### config.mk
export PLATFORM = sky130hd
export DESIGN_NAME = machine_status_word_unit
export DESIGN_NICKNAME = d
export VERILOG_FILES = /design/src/common/msw_pkg.sv /design/src/verilog/machine_status_word_unit.sv
export VERILOG_INCLUDE_DIRS = /design/src /design/src/common
export SDC_FILE = /design/constraint.sdc
export NUM_CORES = 1
export LEC_CHECK = 0
export ABC_AREA = 0
export BUFFER_PORTS_ARGS = -buffer_cell sky130_fd_sc_hd__buf_2
export CORE_AREA = 2 2 209 211
export CTS_CLUSTER_DIAMETER = 120
export DETAILED_ROUTE_END_ITERATION = 7
export DIE_AREA = 0 0 211 213
export HOLD_SLACK_MARGIN = 0.12
export SLEW_MARGIN = 0
export SYNTH_ARGS = -nofsm -noshare
export SYNTH_HDL_FRONTEND = slang
export SYNTH_SLANG_ARGS = --single-unit
### constraint.sdc
create_clock -name pclk -period 2.5 [get_ports pclk]
set_input_delay 0.125 -clock pclk [delete_from_list [all_inputs] [get_ports pclk]]
set_output_delay 0.125 -clock pclk [all_outputs]
set_load 0.05 [all_outputs]
### src/common/msw_cfg.svh
// constants for the machine status word unit
`ifndef MSW_CFG_SVH
`define MSW_CFG_SVH

// ----------------------------------------
// register offsets (byte addresses)
// ----------------------------------------
`define MSW_OFF_CUR_HI  12'h000
`define MSW_OFF_CUR_LO  12'h004
`define MSW_OFF_OLD_HI  12'h008
`define MSW_OFF_OLD_LO  12'h00c
`define MSW_OFF_STATE   12'h010

// ----------------------------------------
// widths and reset values
// ----------------------------------------
`define MSW_W           64
`define MSW_ADDR_W      16
`define MSW_EA_W        19
`define MSW_SECTOR_W    4
`define MSW_SMASK_W     8
`define MSW_RESET       64'h0000_0000_0000_0000
`define MSW_SECTOR_ZERO 4'h0

// ----------------------------------------
// state register bit positions
// ----------------------------------------
`define MSW_ST_WAIT     0
`define MSW_ST_PROBLEM  1
`define MSW_ST_REGSET   2
`define MSW_ST_PRIVERR  3

`endif

### src/common/msw_pkg.sv
// types for the machine status word unit
package msw_pkg;

   // ----------------------------------------
   // status word, bit 0 (leftmost) is the msb
   // ----------------------------------------
   typedef struct packed {
      logic [15:0] next_addr;     // bits 0-15
      logic [1:0]  cond_code;     // 16-17
      logic        carry;         // 18
      logic        overflow;      // 19
      logic        fxo_mask;      // 20
      logic        rsvd21;        // 21
      logic        fpu_mask;      // 22
      logic        sig_mask;      // 23
      logic [3:0]  branch_sector_field; // 24-27
      logic [3:0]  data_sector;   // 28-31
      logic [7:0]  sys_mask;      // 32-39
      logic [3:0]  ea_high;       // 40-43
      logic        reg_set;       // 44
      logic        mchk_mask;     // 45
      logic        wait_st;       // 46
      logic        problem;       // 47
      logic [15:0] int_code;      // 48-63
   } machine_status_word_s;

   // ----------------------------------------
   // requests from the sequencer
   // ----------------------------------------
   typedef struct packed {
      logic                 advance;
      logic [15:0]          next_addr;
      logic                 set_flags;
      logic [1:0]           cond_code;
      logic                 carry;
      logic                 ovf_set;
      logic                 ovf_test;
      logic                 mask_set;
      logic [7:0]           mask_val;
      logic                 status_load_instruction;
      machine_status_word_s load_val;
      logic                 priv_op;
   } seq_req_s;

   typedef struct packed {
      logic                 take;
      machine_status_word_s new_word;
      logic                 code_valid;
      logic [15:0]          code;
      logic                 supervisor_call;
      logic [3:0]           ea_high;
      logic [15:0]          operand_effective_address;
   } int_take_s;

   // interrupt classes gated by mask bits
   typedef struct packed {
      logic       fxo;
      logic       fpu;
      logic       sig;
      logic [1:0] counter;
      logic       monitor;
      logic [4:0] ext;
      logic       mchk;
   } irq_s;

   // ----------------------------------------
   // whole state of the unit
   // ----------------------------------------
   typedef struct packed {
      machine_status_word_s cur;
      machine_status_word_s old;
      logic [31:0]          prdata;
      logic                 pready;
      logic                 pslverr;
      logic [18:0]          nia_ea;
      logic [18:0]          branch_ea;
      logic [18:0]          data_ea;
      irq_s                 irq_ok;
      logic                 priv_err;
   } msw_state_s;

endpackage

### src/verilog/machine_status_word_unit.sv
// status word register, field decode, masking and apb access
//
// Contract
// - one 64-bit status word holds address, flags, masks and control fields
// - taking an interrupt saves the current word as old word; registers not saved
// - every mask bit: zero inhibits its interrupt, one allows it
// - next instruction address built from bits 0-15 and 24-27
// - bits 16-17 hold the two-bit condition code
// - bit 18 is the carry indicator
// - bit 19 is overflow, cleared on test or on word load; a word load here copies bit 19 from the new word
// - bit 20 masks fixed overflow, 21 reserved, 22 underflow, 23 significance
// - branch address msb one uses bits 24-27, otherwise sector 0000
// - data address msb one uses bits 28-31 as sector
// - bits 32-39 system mask: counters, monitor, five external/timer masks
// - a set-mask instruction rewrites only the system mask
// - supervisor call saves 4-bit address extension in old bits 40-43
// - bit 44 selects register set, effective on every word load
// - bit 45 zero inhibits machine check interrupts
// - wait bit: zero process state, one wait state
// - problem bit: zero supervisor, one problem state
// - bits 48 up take interrupt code, or operand address for supervisor call
// - system mask gates external interrupts 0 to 4 individually
// - privileged instructions run only in supervisor state
// - unprotected fetch raises monitor interrupt when bit 34 set; address not advanced
//
// The implementer's own choices: the placing of the registers and the APB interface to the registers.
`timescale 1ns/10ps
`include "msw_cfg.svh"

module machine_status_word_unit (
   // clock and reset
   input  wire logic                          pclk,
   input  wire logic                          presetn,
   // apb slave
   input  wire logic                          psel,
   input  wire logic                          penable,
   input  wire logic                          pwrite,
   input  wire logic [11:0]                   paddr,
   input  wire logic [31:0]                   pwdata,
   output logic      [31:0]                   prdata,
   output logic                               pready,
   output logic                               pslverr,
   // sequencer requests
   input  wire msw_pkg::seq_req_s             seq_req,
   input  wire msw_pkg::int_take_s            int_take,
   // address generation
   input  wire logic [15:0]                   branch_addr,
   input  wire logic [15:0]                   data_addr,
   output logic      [18:0]                   nia_ea,
   output logic      [18:0]                   branch_ea,
   output logic      [18:0]                   data_ea,
   // interrupt requests and gated result
   input  wire msw_pkg::irq_s                 irq_req,
   input  wire logic                          fetch_unprotected,
   output msw_pkg::irq_s                      irq_ok,
   // status to the rest of the cpu
   output msw_pkg::machine_status_word_s      cur_word,
   output msw_pkg::machine_status_word_s      old_word,
   output logic                               general_register_set,
   output logic                               wait_state,
   output logic                               problem_state,
   output logic                               priv_error
);

   // ----------------------------------------
   // helpers
   // ----------------------------------------
   // replaces the msb of a 16-bit address by a 4-bit sector
   function automatic logic [18:0] form_ea(input logic [3:0]  sector,
                                           input logic [15:0] addr);
      form_ea = {sector, addr[14:0]};
   endfunction

   // branch style sector pick: msb one uses the sector, else zero
   function automatic logic [18:0] sector_ea(input logic [3:0]  sector,
                                             input logic [15:0] addr);
      if (addr[15]) begin
         sector_ea = form_ea(sector, addr);
      end else begin
         sector_ea = form_ea(`MSW_SECTOR_ZERO, addr);
      end
   endfunction

   msw_pkg::msw_state_s st_r;
   msw_pkg::msw_state_s st_nxt;

   logic [63:0] cur_bits;
   logic [63:0] old_bits;
   logic        bus_setup;
   logic        bus_write;
   logic        supervisor;
   logic        monitor_hit;

   assign cur_bits    = st_r.cur;
   assign old_bits    = st_r.old;
   assign bus_setup   = psel && !penable;
   assign bus_write   = psel && penable && pwrite && st_r.pready;
   assign supervisor  = !st_r.cur.problem;
   assign monitor_hit = fetch_unprotected && st_r.cur.sys_mask[5];

   // ----------------------------------------
   // next state
   // ----------------------------------------
   always_comb begin
      logic [63:0] wr_bits;
      wr_bits = cur_bits;
      st_nxt  = st_r;

      // apb: data captured in setup, answer in the first access cycle
      st_nxt.pready  = 1'b0;
      st_nxt.pslverr = 1'b0;
      if (bus_setup) begin
         st_nxt.pready = 1'b1;
         st_nxt.prdata = 32'h0000_0000;
         if (paddr == `MSW_OFF_CUR_HI) begin
            st_nxt.prdata = cur_bits[63:32];
         end else if (paddr == `MSW_OFF_CUR_LO) begin
            st_nxt.prdata = cur_bits[31:0];
         end else if (paddr == `MSW_OFF_OLD_HI) begin
            st_nxt.prdata = old_bits[63:32];
         end else if (paddr == `MSW_OFF_OLD_LO) begin
            st_nxt.prdata = old_bits[31:0];
         end else if (paddr == `MSW_OFF_STATE) begin
            st_nxt.prdata[`MSW_ST_WAIT]    = st_r.cur.wait_st;
            st_nxt.prdata[`MSW_ST_PROBLEM] = st_r.cur.problem;
            st_nxt.prdata[`MSW_ST_REGSET]  = st_r.cur.reg_set;
            st_nxt.prdata[`MSW_ST_PRIVERR] = st_r.priv_err;
         end else begin
            st_nxt.pslverr = 1'b1;
         end
      end

      // sequencer flag updates
      if (seq_req.advance) begin
         st_nxt.cur.next_addr = seq_req.next_addr;
      end
      if (seq_req.set_flags) begin
         st_nxt.cur.cond_code = seq_req.cond_code;
         st_nxt.cur.carry     = seq_req.carry;
      end
      // a test clears overflow, but a new overflow in the same cycle wins
      if (seq_req.ovf_test) begin
         st_nxt.cur.overflow = 1'b0;
      end
      if (seq_req.ovf_set) begin
         st_nxt.cur.overflow = 1'b1;
      end

      // privileged operations are refused in problem state
      st_nxt.priv_err = seq_req.priv_op && !supervisor;
      if (seq_req.mask_set && supervisor) begin
         st_nxt.cur.sys_mask = seq_req.mask_val;
      end
      if (seq_req.status_load_instruction && supervisor) begin
         // whole word at once; overflow comes from the new word
         st_nxt.cur = seq_req.load_val;
      end

      // software write over apb loads one half of the current word
      if (bus_write && paddr == `MSW_OFF_CUR_HI) begin
         wr_bits[63:32] = pwdata;
         st_nxt.cur     = wr_bits;
      end else if (bus_write && paddr == `MSW_OFF_CUR_LO) begin
         wr_bits[31:0] = pwdata;
         st_nxt.cur    = wr_bits;
      end

      // interrupt swap has highest priority; general registers are left alone
      if (int_take.take) begin
         st_nxt.old = st_r.cur;
         if (int_take.supervisor_call) begin
            st_nxt.old.ea_high  = int_take.ea_high;
            st_nxt.old.int_code = int_take.operand_effective_address;
         end else if (int_take.code_valid) begin
            st_nxt.old.int_code = int_take.code;
         end
         // monitor hit: address is not advanced, old word names the culprit
         if (monitor_hit) begin
            st_nxt.old.next_addr = st_r.cur.next_addr;
         end
         st_nxt.cur = int_take.new_word;
      end

      // address formation
      st_nxt.nia_ea    = sector_ea(st_r.cur.branch_sector_field,
                                   st_r.cur.next_addr);
      st_nxt.branch_ea = sector_ea(st_r.cur.branch_sector_field,
                                   branch_addr);
      // msb zero data addresses go on to expanded addressing untouched
      st_nxt.data_ea   = data_addr[15] ?
                         form_ea(st_r.cur.data_sector, data_addr) :
                         {`MSW_SECTOR_ZERO, data_addr[14:0]};

      // interrupt gating, one allows, zero inhibits
      st_nxt.irq_ok.fxo     = irq_req.fxo && st_r.cur.fxo_mask;
      st_nxt.irq_ok.fpu     = irq_req.fpu && st_r.cur.fpu_mask;
      st_nxt.irq_ok.sig     = irq_req.sig && st_r.cur.sig_mask;
      st_nxt.irq_ok.counter = irq_req.counter & st_r.cur.sys_mask[7:6];
      st_nxt.irq_ok.monitor = (irq_req.monitor && st_r.cur.sys_mask[5])
                              || monitor_hit;
      st_nxt.irq_ok.ext     = irq_req.ext & st_r.cur.sys_mask[4:0];
      st_nxt.irq_ok.mchk    = irq_req.mchk && st_r.cur.mchk_mask;
   end

   // ----------------------------------------
   // state register
   // ----------------------------------------
   always_ff @(posedge pclk or negedge presetn) begin
      if (!presetn) begin
         st_r <= '0;
      end else begin
         st_r <= st_nxt;
      end
   end

   // ----------------------------------------
   // outputs, all straight from the state register
   // ----------------------------------------
   assign prdata               = st_r.prdata;
   assign pready               = st_r.pready;
   assign pslverr              = st_r.pslverr;
   assign nia_ea               = st_r.nia_ea;
   assign branch_ea            = st_r.branch_ea;
   assign data_ea              = st_r.data_ea;
   assign irq_ok               = st_r.irq_ok;
   assign cur_word             = st_r.cur;
   assign old_word             = st_r.old;
   assign general_register_set = st_r.cur.reg_set;
   assign wait_state           = st_r.cur.wait_st;
   assign problem_state        = st_r.cur.problem;
   assign priv_error           = st_r.priv_err;

endmodule

==> results.sh, run 1 <==
export IMPL_multiInputGateArea_sq_um=4680
export IMPL_worstPathArrival_ns=2.79
export IMPL_setup_slack_ns=0.148
export IMPL_cts_max_level=1
export IMPL_track_usage_pct=21.8
export IMPL_drt_pass1_iterations=5
export IMPL_switching_power_w=0.00463
export IMPL_power_total_w=0.0126
export IMPL_io_buffers=529
export IMPL_avgSynthCellArea_sq_um=11.2
export IMPL_fin_tns_setup_ns=0
export IMPL_syn_to_final_growth_pct=61.1
export IMPL_cp_end_kind="flip-flop"
export IMPL_synth_area_sq_um=11000
export IMPL_min_period_over_period_pct=94.1
export IMPL_path_cells="nor2b_4 > buf_4 > mux2i_1 > o2bb2ai_1 > mux2i_1 > o21ai_0 > dlygate4sd3_1"
export IMPL_drv_cap=0
export IMPL_die_w_microns=211
export IMPL_final_cell_mix="buf_2, dlygate4sd3_1, dfrtp_1"
export IMPL_fin_crit_ns=2.35
export IMPL_fin_area_sq_um=17700
export IMPL_crit_slowest_cell="dlygate4sd3_1"
export IMPL_grt_overflow_total=0
export IMPL_synthCells=983
export IMPL_drive_gt1_share_pct=42.3
export IMPL_fin_skew_ns=0.00942
export IMPL_drt_iter0_drc=849
export IMPL_final_nets=2024
export IMPL_p_int_w=0.00800
export IMPL_ys_seq_area_share_pct=53.0
export IMPL_dp_hpwl_microns=35900
export IMPL_placed_cell_area_sq_um=14300
export IMPL_dp_slack_ns=0.113
export IMPL_vias_per_cell=4.91
export IMPL_vias=11300
export IMPL_ant_nets=0
export IMPL_path_clk_slew_ns=0.06
export IMPL_critical_path_required_ns=2.93
export IMPL_synth_edf_count=0
export IMPL_power_frac_seq_pct=36.4
export IMPL_ys_seq_elements=232
export IMPL_p_leak_nw=8.60
export IMPL_numCtsBuffers=28
export IMPL_core_sq_um=42700
export IMPL_worstPathMaxFanout=14
export IMPL_hold_class="input pin to flip-flop"
export IMPL_power_density_nw_per_um2=715
export IMPL_gp_congestion=0.854
export IMPL_rows=76
export IMPL_ios=530
export IMPL_outcome="finished, final reports clean"
export IMPL_nFillCells=4124
export IMPL_worst_pin_slew_ns=0.840
export IMPL_peakVddDrop_uv=524
export IMPL_cts_sinks=232
export IMPL_critical_path_top_delay_family="buffers and inverters"
export IMPL_cts_root_buf="clkbuf_16"
export IMPL_yosysWarnings=0
export IMPL_rsz0062_at_grt="false"
export IMPL_antenna_found_initial=10
export IMPL_max_freq_mhz=425
export IMPL_netlist_cell_type_count=50
export IMPL_grt_pass1_wl_microns=73000
export IMPL_clockBufferDepth=3
export IMPL_slew_viol_final=0
export IMPL_worstSetupStartpointType="flip-flop"
export IMPL_start_util_pct=25.7
export IMPL_die_area_sq_um=44900
export IMPL_crit_top_cell="mux2i_1"
export IMPL_critical_path_max_stage_delay_ns=0.57
export IMPL_timing_slew_headroom_pct=44.0
export IMPL_clk_latency_ns=0.56
export IMPL_hold_viol_final=0
export IMPL_ys_async_sr_fraction_pct=100
export IMPL_chipHeight_microns=213
export IMPL_seq_area_sq_um=5810
export IMPL_grt_pass1_vias=11500
export IMPL_syn_nets=1278
export IMPL_setup_viol=0
export IMPL_grt_max_degree=80
export IMPL_netSwitchingFraction_pct=36.7
export IMPL_remaining_drc_errors=0
export IMPL_path_buf_inv=2
export IMPL_clockPowerShare_pct=33.1
export IMPL_crit_type="flip-flop to flip-flop"
export IMPL_cts_tree="done"
export IMPL_p_comb_share_pct=30.5
export IMPL_wl_per_cell_microns=22.2
export IMPL_dominantRegCellSynth="dfrtp_1"
export IMPL_mostFrequentLayoutCell="buf_2"
export IMPL_wl_microns=51000
==> layer usage <==
layer	wire (microns)	up-vias	GRT usage, %
met3	3340	130	4.02
met4	1720	8	8.45
li1	-	5010	-
met5	57	-	0
met1	21000	5589	27.6
met2	24800	566	37.0
==> synth_stat cells (all sizes together) (5+ instances only) <==
library cell	count	share of area, %
mux2i	26	2.4
a211oi	24	1.6
and2	24	1.4
a221o	15	1.4
nor2b	7	0.40
and3	18	1.0
a21oi	41	2.0
nor2	23	0.86
o21ai	75	3.5
nand2	155	5.3
clkbuf	42	1.4
a221oi	16	1.3
nand3	32	1.5
mux4	28	5.8
nor3	14	0.64
inv	19	0.65
dfrtp	232	53
buf	50	2.7
or3	11	0.63
a41oi	5	0.40
mux2	85	8.9
==> cell families after synthesis <==
kind of cell    synth area share [%]
compound gates                  11.8
buf+inv                         4.80
flops                           53.0
mux                             17.0
simple gates                    13.4
==> power by group through the flow <==
stage	clock network, W	logic [W]	registers [W]
3_3_place_gp	0	0.00349	0.00464
4_1_cts	0.00426	0.00385	0.00459
3_5_place_dp	0	0.00350	0.00466
6_report	0.00418	0.00386	0.00460
5_1_grt	0.00444	0.00404	0.00465
2_1_floorplan	0	0.00104	0.00587
==> final timing paths <==
path / cells after the start / slack (ns) / start / endpoint
setup reg to reg: 7 / 0.15 / problem_state / cur_word[44]
min in group asynchronous: 3 / 0.16 / presetn / old_word[13]
hold / removal: 5 / 0.15 / seq_req[57] / cur_word[56]
hold reg to reg: 2 / 0.47 / prdata[3] / prdata[3]
setup / recovery: 7 / 0.15 / problem_state / cur_word[44]
max in group asynchronous: 3 / 1.84 / presetn / cur_word[31]
==> per-stage QoR <==
stage	hold slack (ns)	cells	utilization, %
3_3_place_gp	0.0107	2007	33.5
5_1_grt	0.142	2299	41.4
2_1_floorplan	-0.171	983	-
6_report	0.148	2300	41.4
4_1_cts	0.129	2297	41.3
3_5_place_dp	0.0110	2007	33.5
==> cell type report <==
| type | instances | share of cell area [%] |
|---|---|---|
| diodes | 3 | 0.0425 |
| multi-input cells | 640 | 26.5 |
| well taps | 546 | 3.87 |
| inverters | 19 | 0.404 |
| repair buffers | 808 | 31.0 |
| flip-flops and latches | 232 | 32.9 |
| clock inverters | 8 | 0.560 |
| clock buffers | 44 | 4.77 |
==> state kept, by name (all words and copies together), names as in the netlist <==
signal	flops
data_ea	19
wait_state	1
priv_error	1
cur_word	61
old_word	64
general_register_set	1
prdata	32
pready	1
problem_state	1
pslverr	1
nia_ea	19
irq_ok	12
branch_ea	19
==> tightest hold or removal path, stage by stage <==
cell and delay (ns):
buf_2 0.07, nand2_1 0.04, a21oi_1 0.17, a211oi_1 0.08, o21ai_0 0.16
==> what timing repair did <==
action,4_1_cts,5_1_grt
hold buffers,238,0
buffers inserted,0,0
resized for setup,0,8
setup endpoints to repair,0,16
hold endpoints to repair,383,0
No activity file was read; power rests on OpenSTA's default activity.
==> run 2: changes to the inputs <==
--- a/config.mk
+++ b/config.mk
@@ -8,10 +8,10 @@
 export LEC_CHECK = 0
 export ABC_AREA = 0
 export BUFFER_PORTS_ARGS = -buffer_cell sky130_fd_sc_hd__buf_2
-export CORE_AREA = 2 2 209 211
+export CORE_AREA = 2 2 207 209
 export CTS_CLUSTER_DIAMETER = 120
 export DETAILED_ROUTE_END_ITERATION = 7
-export DIE_AREA = 0 0 211 213
+export DIE_AREA = 0 0 209 211
 export HOLD_SLACK_MARGIN = 0.12
 export SLEW_MARGIN = 0
 export SYNTH_ARGS = -nofsm -noshare
==> results.sh, run 2 (synthesis gave the netlist of run 1 again) <==
export IMPL_rr_worst_depth=7
export IMPL_fin_skew_ns=0.0190
export IMPL_wl_per_cell_microns=22.3
export IMPL_antenna_found_initial=5
export IMPL_ios=530
export IMPL_whs_ns=0.151
export IMPL_min_from="seq_req[83]"
export IMPL_crit_type="flip-flop to flip-flop"
export IMPL_critical_path_required_ns=2.93
export IMPL_vias_per_cell=4.97
export IMPL_io_buffers=529
export IMPL_hold_viol_final=0
export IMPL_grt_pass1_wl_microns=74800
export IMPL_die_area_sq_um=44100
export IMPL_power_total_w=0.0127
export IMPL_clockBufferDepth=3
export IMPL_worstPathMaxFanout=13
export IMPL_fin_tns_setup_ns=0
export IMPL_outcome="finished, final reports clean"
export IMPL_hold_class="input pin to flip-flop"
export IMPL_drive_gt1_share_pct=42.3
export IMPL_wl_microns=51400
export IMPL_vias=11400
export IMPL_chipHeight_microns=211
export IMPL_track_usage_pct=22.6
export IMPL_gp_congestion=0.875
export IMPL_syn_to_final_growth_pct=61.8
export IMPL_min_delay_path_depth=5
export IMPL_cts_root_buf="clkbuf_16"
export IMPL_fin_crit_ns=2.38
export IMPL_fin_area_sq_um=17700
export IMPL_p_leak_nw=8.62
export IMPL_path_clk_slew_ns=0.06
export IMPL_holdPathEnd="cur_word[50]"
export IMPL_drv_cap=0
export IMPL_r2r_end="cur_word[44]"
export IMPL_min_period_over_period_pct=95.3
export IMPL_numCtsBuffers=29
export IMPL_setup_viol=0
export IMPL_worst_pin_slew_ns=0.874
export IMPL_cts_max_level=1
export IMPL_peakVddDrop_uv=482
export IMPL_grt_pass1_vias=11900
export IMPL_cts_sinks=232
export IMPL_remaining_drc_errors=0
export IMPL_clk_latency_ns=0.56
export IMPL_r2r_slack_ns=0.12
export IMPL_core_sq_um=41800
export IMPL_r2r_start="problem_state"
export IMPL_cp_end_kind="flip-flop"
export IMPL_dp_slack_ns=0.00441
export IMPL_drt_pass1_iterations=5
export IMPL_slew_viol_final=0
export IMPL_worstSetupStartpointType="flip-flop"
export IMPL_mostFrequentLayoutCell="buf_2"
export IMPL_placed_cell_area_sq_um=14300
export IMPL_final_cell_mix="buf_2, dlygate4sd3_1, dfrtp_1"
export IMPL_drt_iter0_drc=928
export IMPL_rsz0062_at_grt="false"
export IMPL_setup_slack_ns=0.117
export IMPL_final_nets=2035
export IMPL_rows=75
export IMPL_cts_tree="done"
export IMPL_power_density_nw_per_um2=716
export IMPL_max_freq_mhz=420
export IMPL_dp_hpwl_microns=35800
export IMPL_timing_slew_headroom_pct=41.7
export IMPL_die_w_microns=209
export IMPL_grt_overflow_total=0
export IMPL_grt_max_degree=68
export IMPL_start_util_pct=26.3
export IMPL_worstPathArrival_ns=2.81
export IMPL_largest_reg_flops=64
export IMPL_ant_nets=0
## run 2: how the worst max path moves through the flow
stage                               to           from  slack (ns)
after floorplan           cur_word[28]  problem_state        0.19
after global placement    cur_word[35]       paddr[1]        0.09
after detailed placement  cur_word[35]       paddr[1]       0.004
after CTS                 cur_word[44]         pready        0.02
after global routing      cur_word[45]  problem_state        0.01
final                     cur_word[44]  problem_state        0.12
## run 2: report_power, final
| part | leakage, nW | switching [W] | internal (W) |
|---|---|---|---|
| Sequential | 2.83 | 0.000439 | 0.00417 |
| Clock | 0.459 | 0.00171 | 0.00255 |
| Combinational | 5.33 | 0.00254 | 0.00130 |
## run 2: critical path, stage by stage, from the launching register on
cell and delay [ns]:
dfrtp_2 0.48, nor2b_4 0.41, buf_4 0.28, mux2i_1 0.23, o2bb2ai_1 0.08, mux2i_1 0.11
o21ai_0 0.09, dlygate4sd3_1 0.58
## run 2: repair_timing
item	in CTS	in global routing
endpoints found under the setup margin	0	5
buffers inserted	0	0
hold buffers	247	0
hold endpoints to repair	378	0
gates resized for setup	0	4
## run 2: per-layer routing
metal | vias to the layer above | wire length [microns] | track usage, %
li1 | 5036 | - | -
met1 | 5605 | 20700 | 28.2
met2 | 656 | 24800 | 38.6
met3 | 142 | 3920 | 4.65
met4 | 6 | 1980 | 8.94
met5 | - | 33 | 0
## run 2: per-stage QoR
stage | utilization (%) | std cells
finish | 42.5 | 2303
global route | 42.5 | 2300
CTS | 42.4 | 2299
detailed placement | 34.2 | 2001
global placement | 34.2 | 2001
floorplan | - | 983
## run 2: layout make-up
class | instances | area, sq um
timing repair buffer | 818 | 5550
multi-input combinational | 640 | 4670
antenna | 4 | 10.0
sequential | 232 | 5810
fill | 3939 | 24000
clock inverter | 13 | 154
inverter | 19 | 71.3
clock buffer | 38 | 800
tap | 539 | 674
==> run 3: changes to the inputs <==
--- a/config.mk
+++ b/config.mk
@@ -8,10 +8,10 @@
 export LEC_CHECK = 0
 export ABC_AREA = 0
 export BUFFER_PORTS_ARGS = -buffer_cell sky130_fd_sc_hd__buf_2
-export CORE_AREA = 2 2 207 209
+export CORE_AREA = 2 2 208 210
 export CTS_CLUSTER_DIAMETER = 120
 export DETAILED_ROUTE_END_ITERATION = 7
-export DIE_AREA = 0 0 209 211
+export DIE_AREA = 0 0 210 212
 export HOLD_SLACK_MARGIN = 0.12
 export SLEW_MARGIN = 0
 export SYNTH_ARGS = -nofsm -noshare
==> constraint.sdc (replaced) <==
create_clock -name pclk -period 2.1 [get_ports pclk]
set_input_delay 0.105 -clock pclk [delete_from_list [all_inputs] [get_ports pclk]]
set_output_delay 0.105 -clock pclk [all_outputs]
set_load 0.05 [all_outputs]
==> results.sh, run 3 (synthesis gave the netlist of run 1 again) <==
export IMPL_fin_skew_ns=0.0244
export IMPL_ant_nets=0
export IMPL_vias=11800
export IMPL_chipHeight_microns=212
export IMPL_max_freq_mhz=491
export IMPL_drt_iter0_drc=919
export IMPL_placed_cell_area_sq_um=14400
export IMPL_rsz0062_at_grt="false"
export IMPL_fin_crit_ns=2.04
export IMPL_drv_cap=0
export IMPL_grt_pass1_wl_microns=76300
export IMPL_min_delay_path_depth=5
export IMPL_start_util_pct=25.8
export IMPL_ios=530
export IMPL_numCtsBuffers=28
export IMPL_drive_gt1_share_pct=42.4
export IMPL_rr_worst_depth=5
export IMPL_fin_area_sq_um=18100
export IMPL_clockBufferDepth=3
export IMPL_final_nets=2074
export IMPL_dp_hpwl_microns=36500
export IMPL_r2r_end="cur_word[30]"
export IMPL_wl_microns=52600
export IMPL_critical_path_top_delay_family="simple AND/OR/NAND/NOR gates"
export IMPL_path_buf_inv=0
export IMPL_critical_path_max_stage_delay_ns=0.48
export IMPL_min_period_over_period_pct=97.0
export IMPL_crit_slowest_cell="a221oi_1"
export IMPL_holdPathEnd="cur_word[50]"
export IMPL_crit_type="flip-flop to flip-flop"
export IMPL_power_total_w=0.0149
export IMPL_die_area_sq_um=44500
export IMPL_path_cells="and4_2 > nand4_1 > a221oi_1 > a21oi_1 > mux2_4"
export IMPL_remaining_drc_errors=0
export IMPL_clk_latency_ns=0.56
export IMPL_cts_sinks=232
export IMPL_r2r_slack_ns=0.06
export IMPL_min_from="seq_req[51]"
export IMPL_critical_path_required_ns=2.55
export IMPL_vias_per_cell=5.01
export IMPL_dp_slack_ns=-0.134
export IMPL_power_density_nw_per_um2=824
export IMPL_worstPathMaxFanout=7
export IMPL_p_leak_nw=8.80
export IMPL_whs_ns=0.145
export IMPL_mostFrequentLayoutCell="buf_2"
export IMPL_r2r_start="pready"
export IMPL_cts_tree="done"
export IMPL_cts_root_buf="clkbuf_16"
export IMPL_timing_slew_headroom_pct=39.3
export IMPL_grt_max_degree=65
export IMPL_outcome="finished, final reports clean"
export IMPL_worst_pin_slew_ns=0.908
export IMPL_worstSetupStartpointType="flip-flop"
export IMPL_cp_end_kind="flip-flop"
export IMPL_drt_pass1_iterations=8
export IMPL_hold_class="input pin to flip-flop"
export IMPL_hold_viol_final=0
export IMPL_syn_to_final_growth_pct=64.9
export IMPL_setup_viol=0
export IMPL_worstPathArrival_ns=2.49
export IMPL_rows=76
export IMPL_grt_pass1_vias=12600
export IMPL_antenna_found_initial=6
export IMPL_io_buffers=529
export IMPL_die_w_microns=210
export IMPL_slew_viol_final=0
export IMPL_final_cell_mix="buf_2, dlygate4sd3_1, dfrtp_1"
export IMPL_setup_slack_ns=0.0622
export IMPL_cts_max_level=1
export IMPL_peakVddDrop_uv=481
export IMPL_gp_congestion=0.888
export IMPL_path_clk_slew_ns=0.06
export IMPL_wl_per_cell_microns=22.4
export IMPL_largest_reg_flops=64
export IMPL_track_usage_pct=22.8
export IMPL_core_sq_um=42500
export IMPL_grt_overflow_total=0
[run 3: cell types whose count changed in the layout (fill, tap and decap cells not counted), moves of 2 or more]
| cell | previous run | this run |
|---|---|---|
| bufinv_16 | 3 | 1 |
| and4_4 | 0 | 2 |
| buf_4 | 35 | 51 |
| clkinv_2 | 5 | 7 |
| dlygate4sd3_1 | 246 | 267 |
| buf_12 | 6 | 9 |
| clkinvlp_4 | 4 | 0 |
[run 3: timing repair]
| item | in CTS | in global routing |
|---|---|---|
| endpoints found under the setup margin | 26 | 28 |
| hold buffers | 268 | 0 |
| buffers inserted | 0 | 2 |
| gates resized for setup | 4 | 2 |
| hold endpoints to repair | 382 | 0 |
| pin swaps | 0 | 1 |
[run 3: layer usage]
layer | GRT usage [%] | vias up | part of all wire (%)
li1 | - | 5118 | -
met2 | 38.7 | 685 | 49
met1 | 28.1 | 5764 | 40
met5 | 0 | - | 0.10
met3 | 4.45 | 197 | 7.0
met4 | 10.5 | 8 | 4.5
[run 3: cell type report]
cell class                      instances  area, sq um
Clock inverter                         11         98.8
Multi-Input combinational cell        640         4680
Sequential cell                       232         5810
Inverter                               19         71.3
Antenna cell                            3         7.51
Timing Repair Buffer                  858         5940
Fill cell                            3991        24400
Tap cell                              546          683
Clock buffer                           39          792
[run 3: how the worst max path moves through the flow]
stage,from,end,cells after the start
after floorplan,pready,cur_word[0],8
after global placement,pready,problem_state,6
after detailed placement,pready,problem_state,6
after CTS,pready,cur_word[38],6
after global routing,pready,problem_state,6
final,pready,cur_word[30],5
[run 3: worst reg2reg max path, stage by stage (launching register included)]
cell      delay, ns
dfrtp_2        0.34
and4_2         0.31
nand4_1        0.41
a221oi_1       0.48
a21oi_1        0.09
mux2_4         0.28
[run 3: metrics by stage]
step | cells | util (%) | setup TNS, ns
2_1_floorplan | 983 | - | 0
3_3_place_gp | 2025 | 34.0 | -0.126
3_5_place_dp | 2025 | 34.0 | -1.03
4_1_cts | 2343 | 42.4 | 0
5_1_grt | 2346 | 42.5 | 0
6_report | 2348 | 42.5 | 0
[run 3: power by group]
group,internal (W),switching (W),total [W]
registers,0.00497,0.000506,0.00547
clock network,0.00275,0.00199,0.00474
logic,0.00161,0.00308,0.00468
total,0.00932,0.00557,0.0149
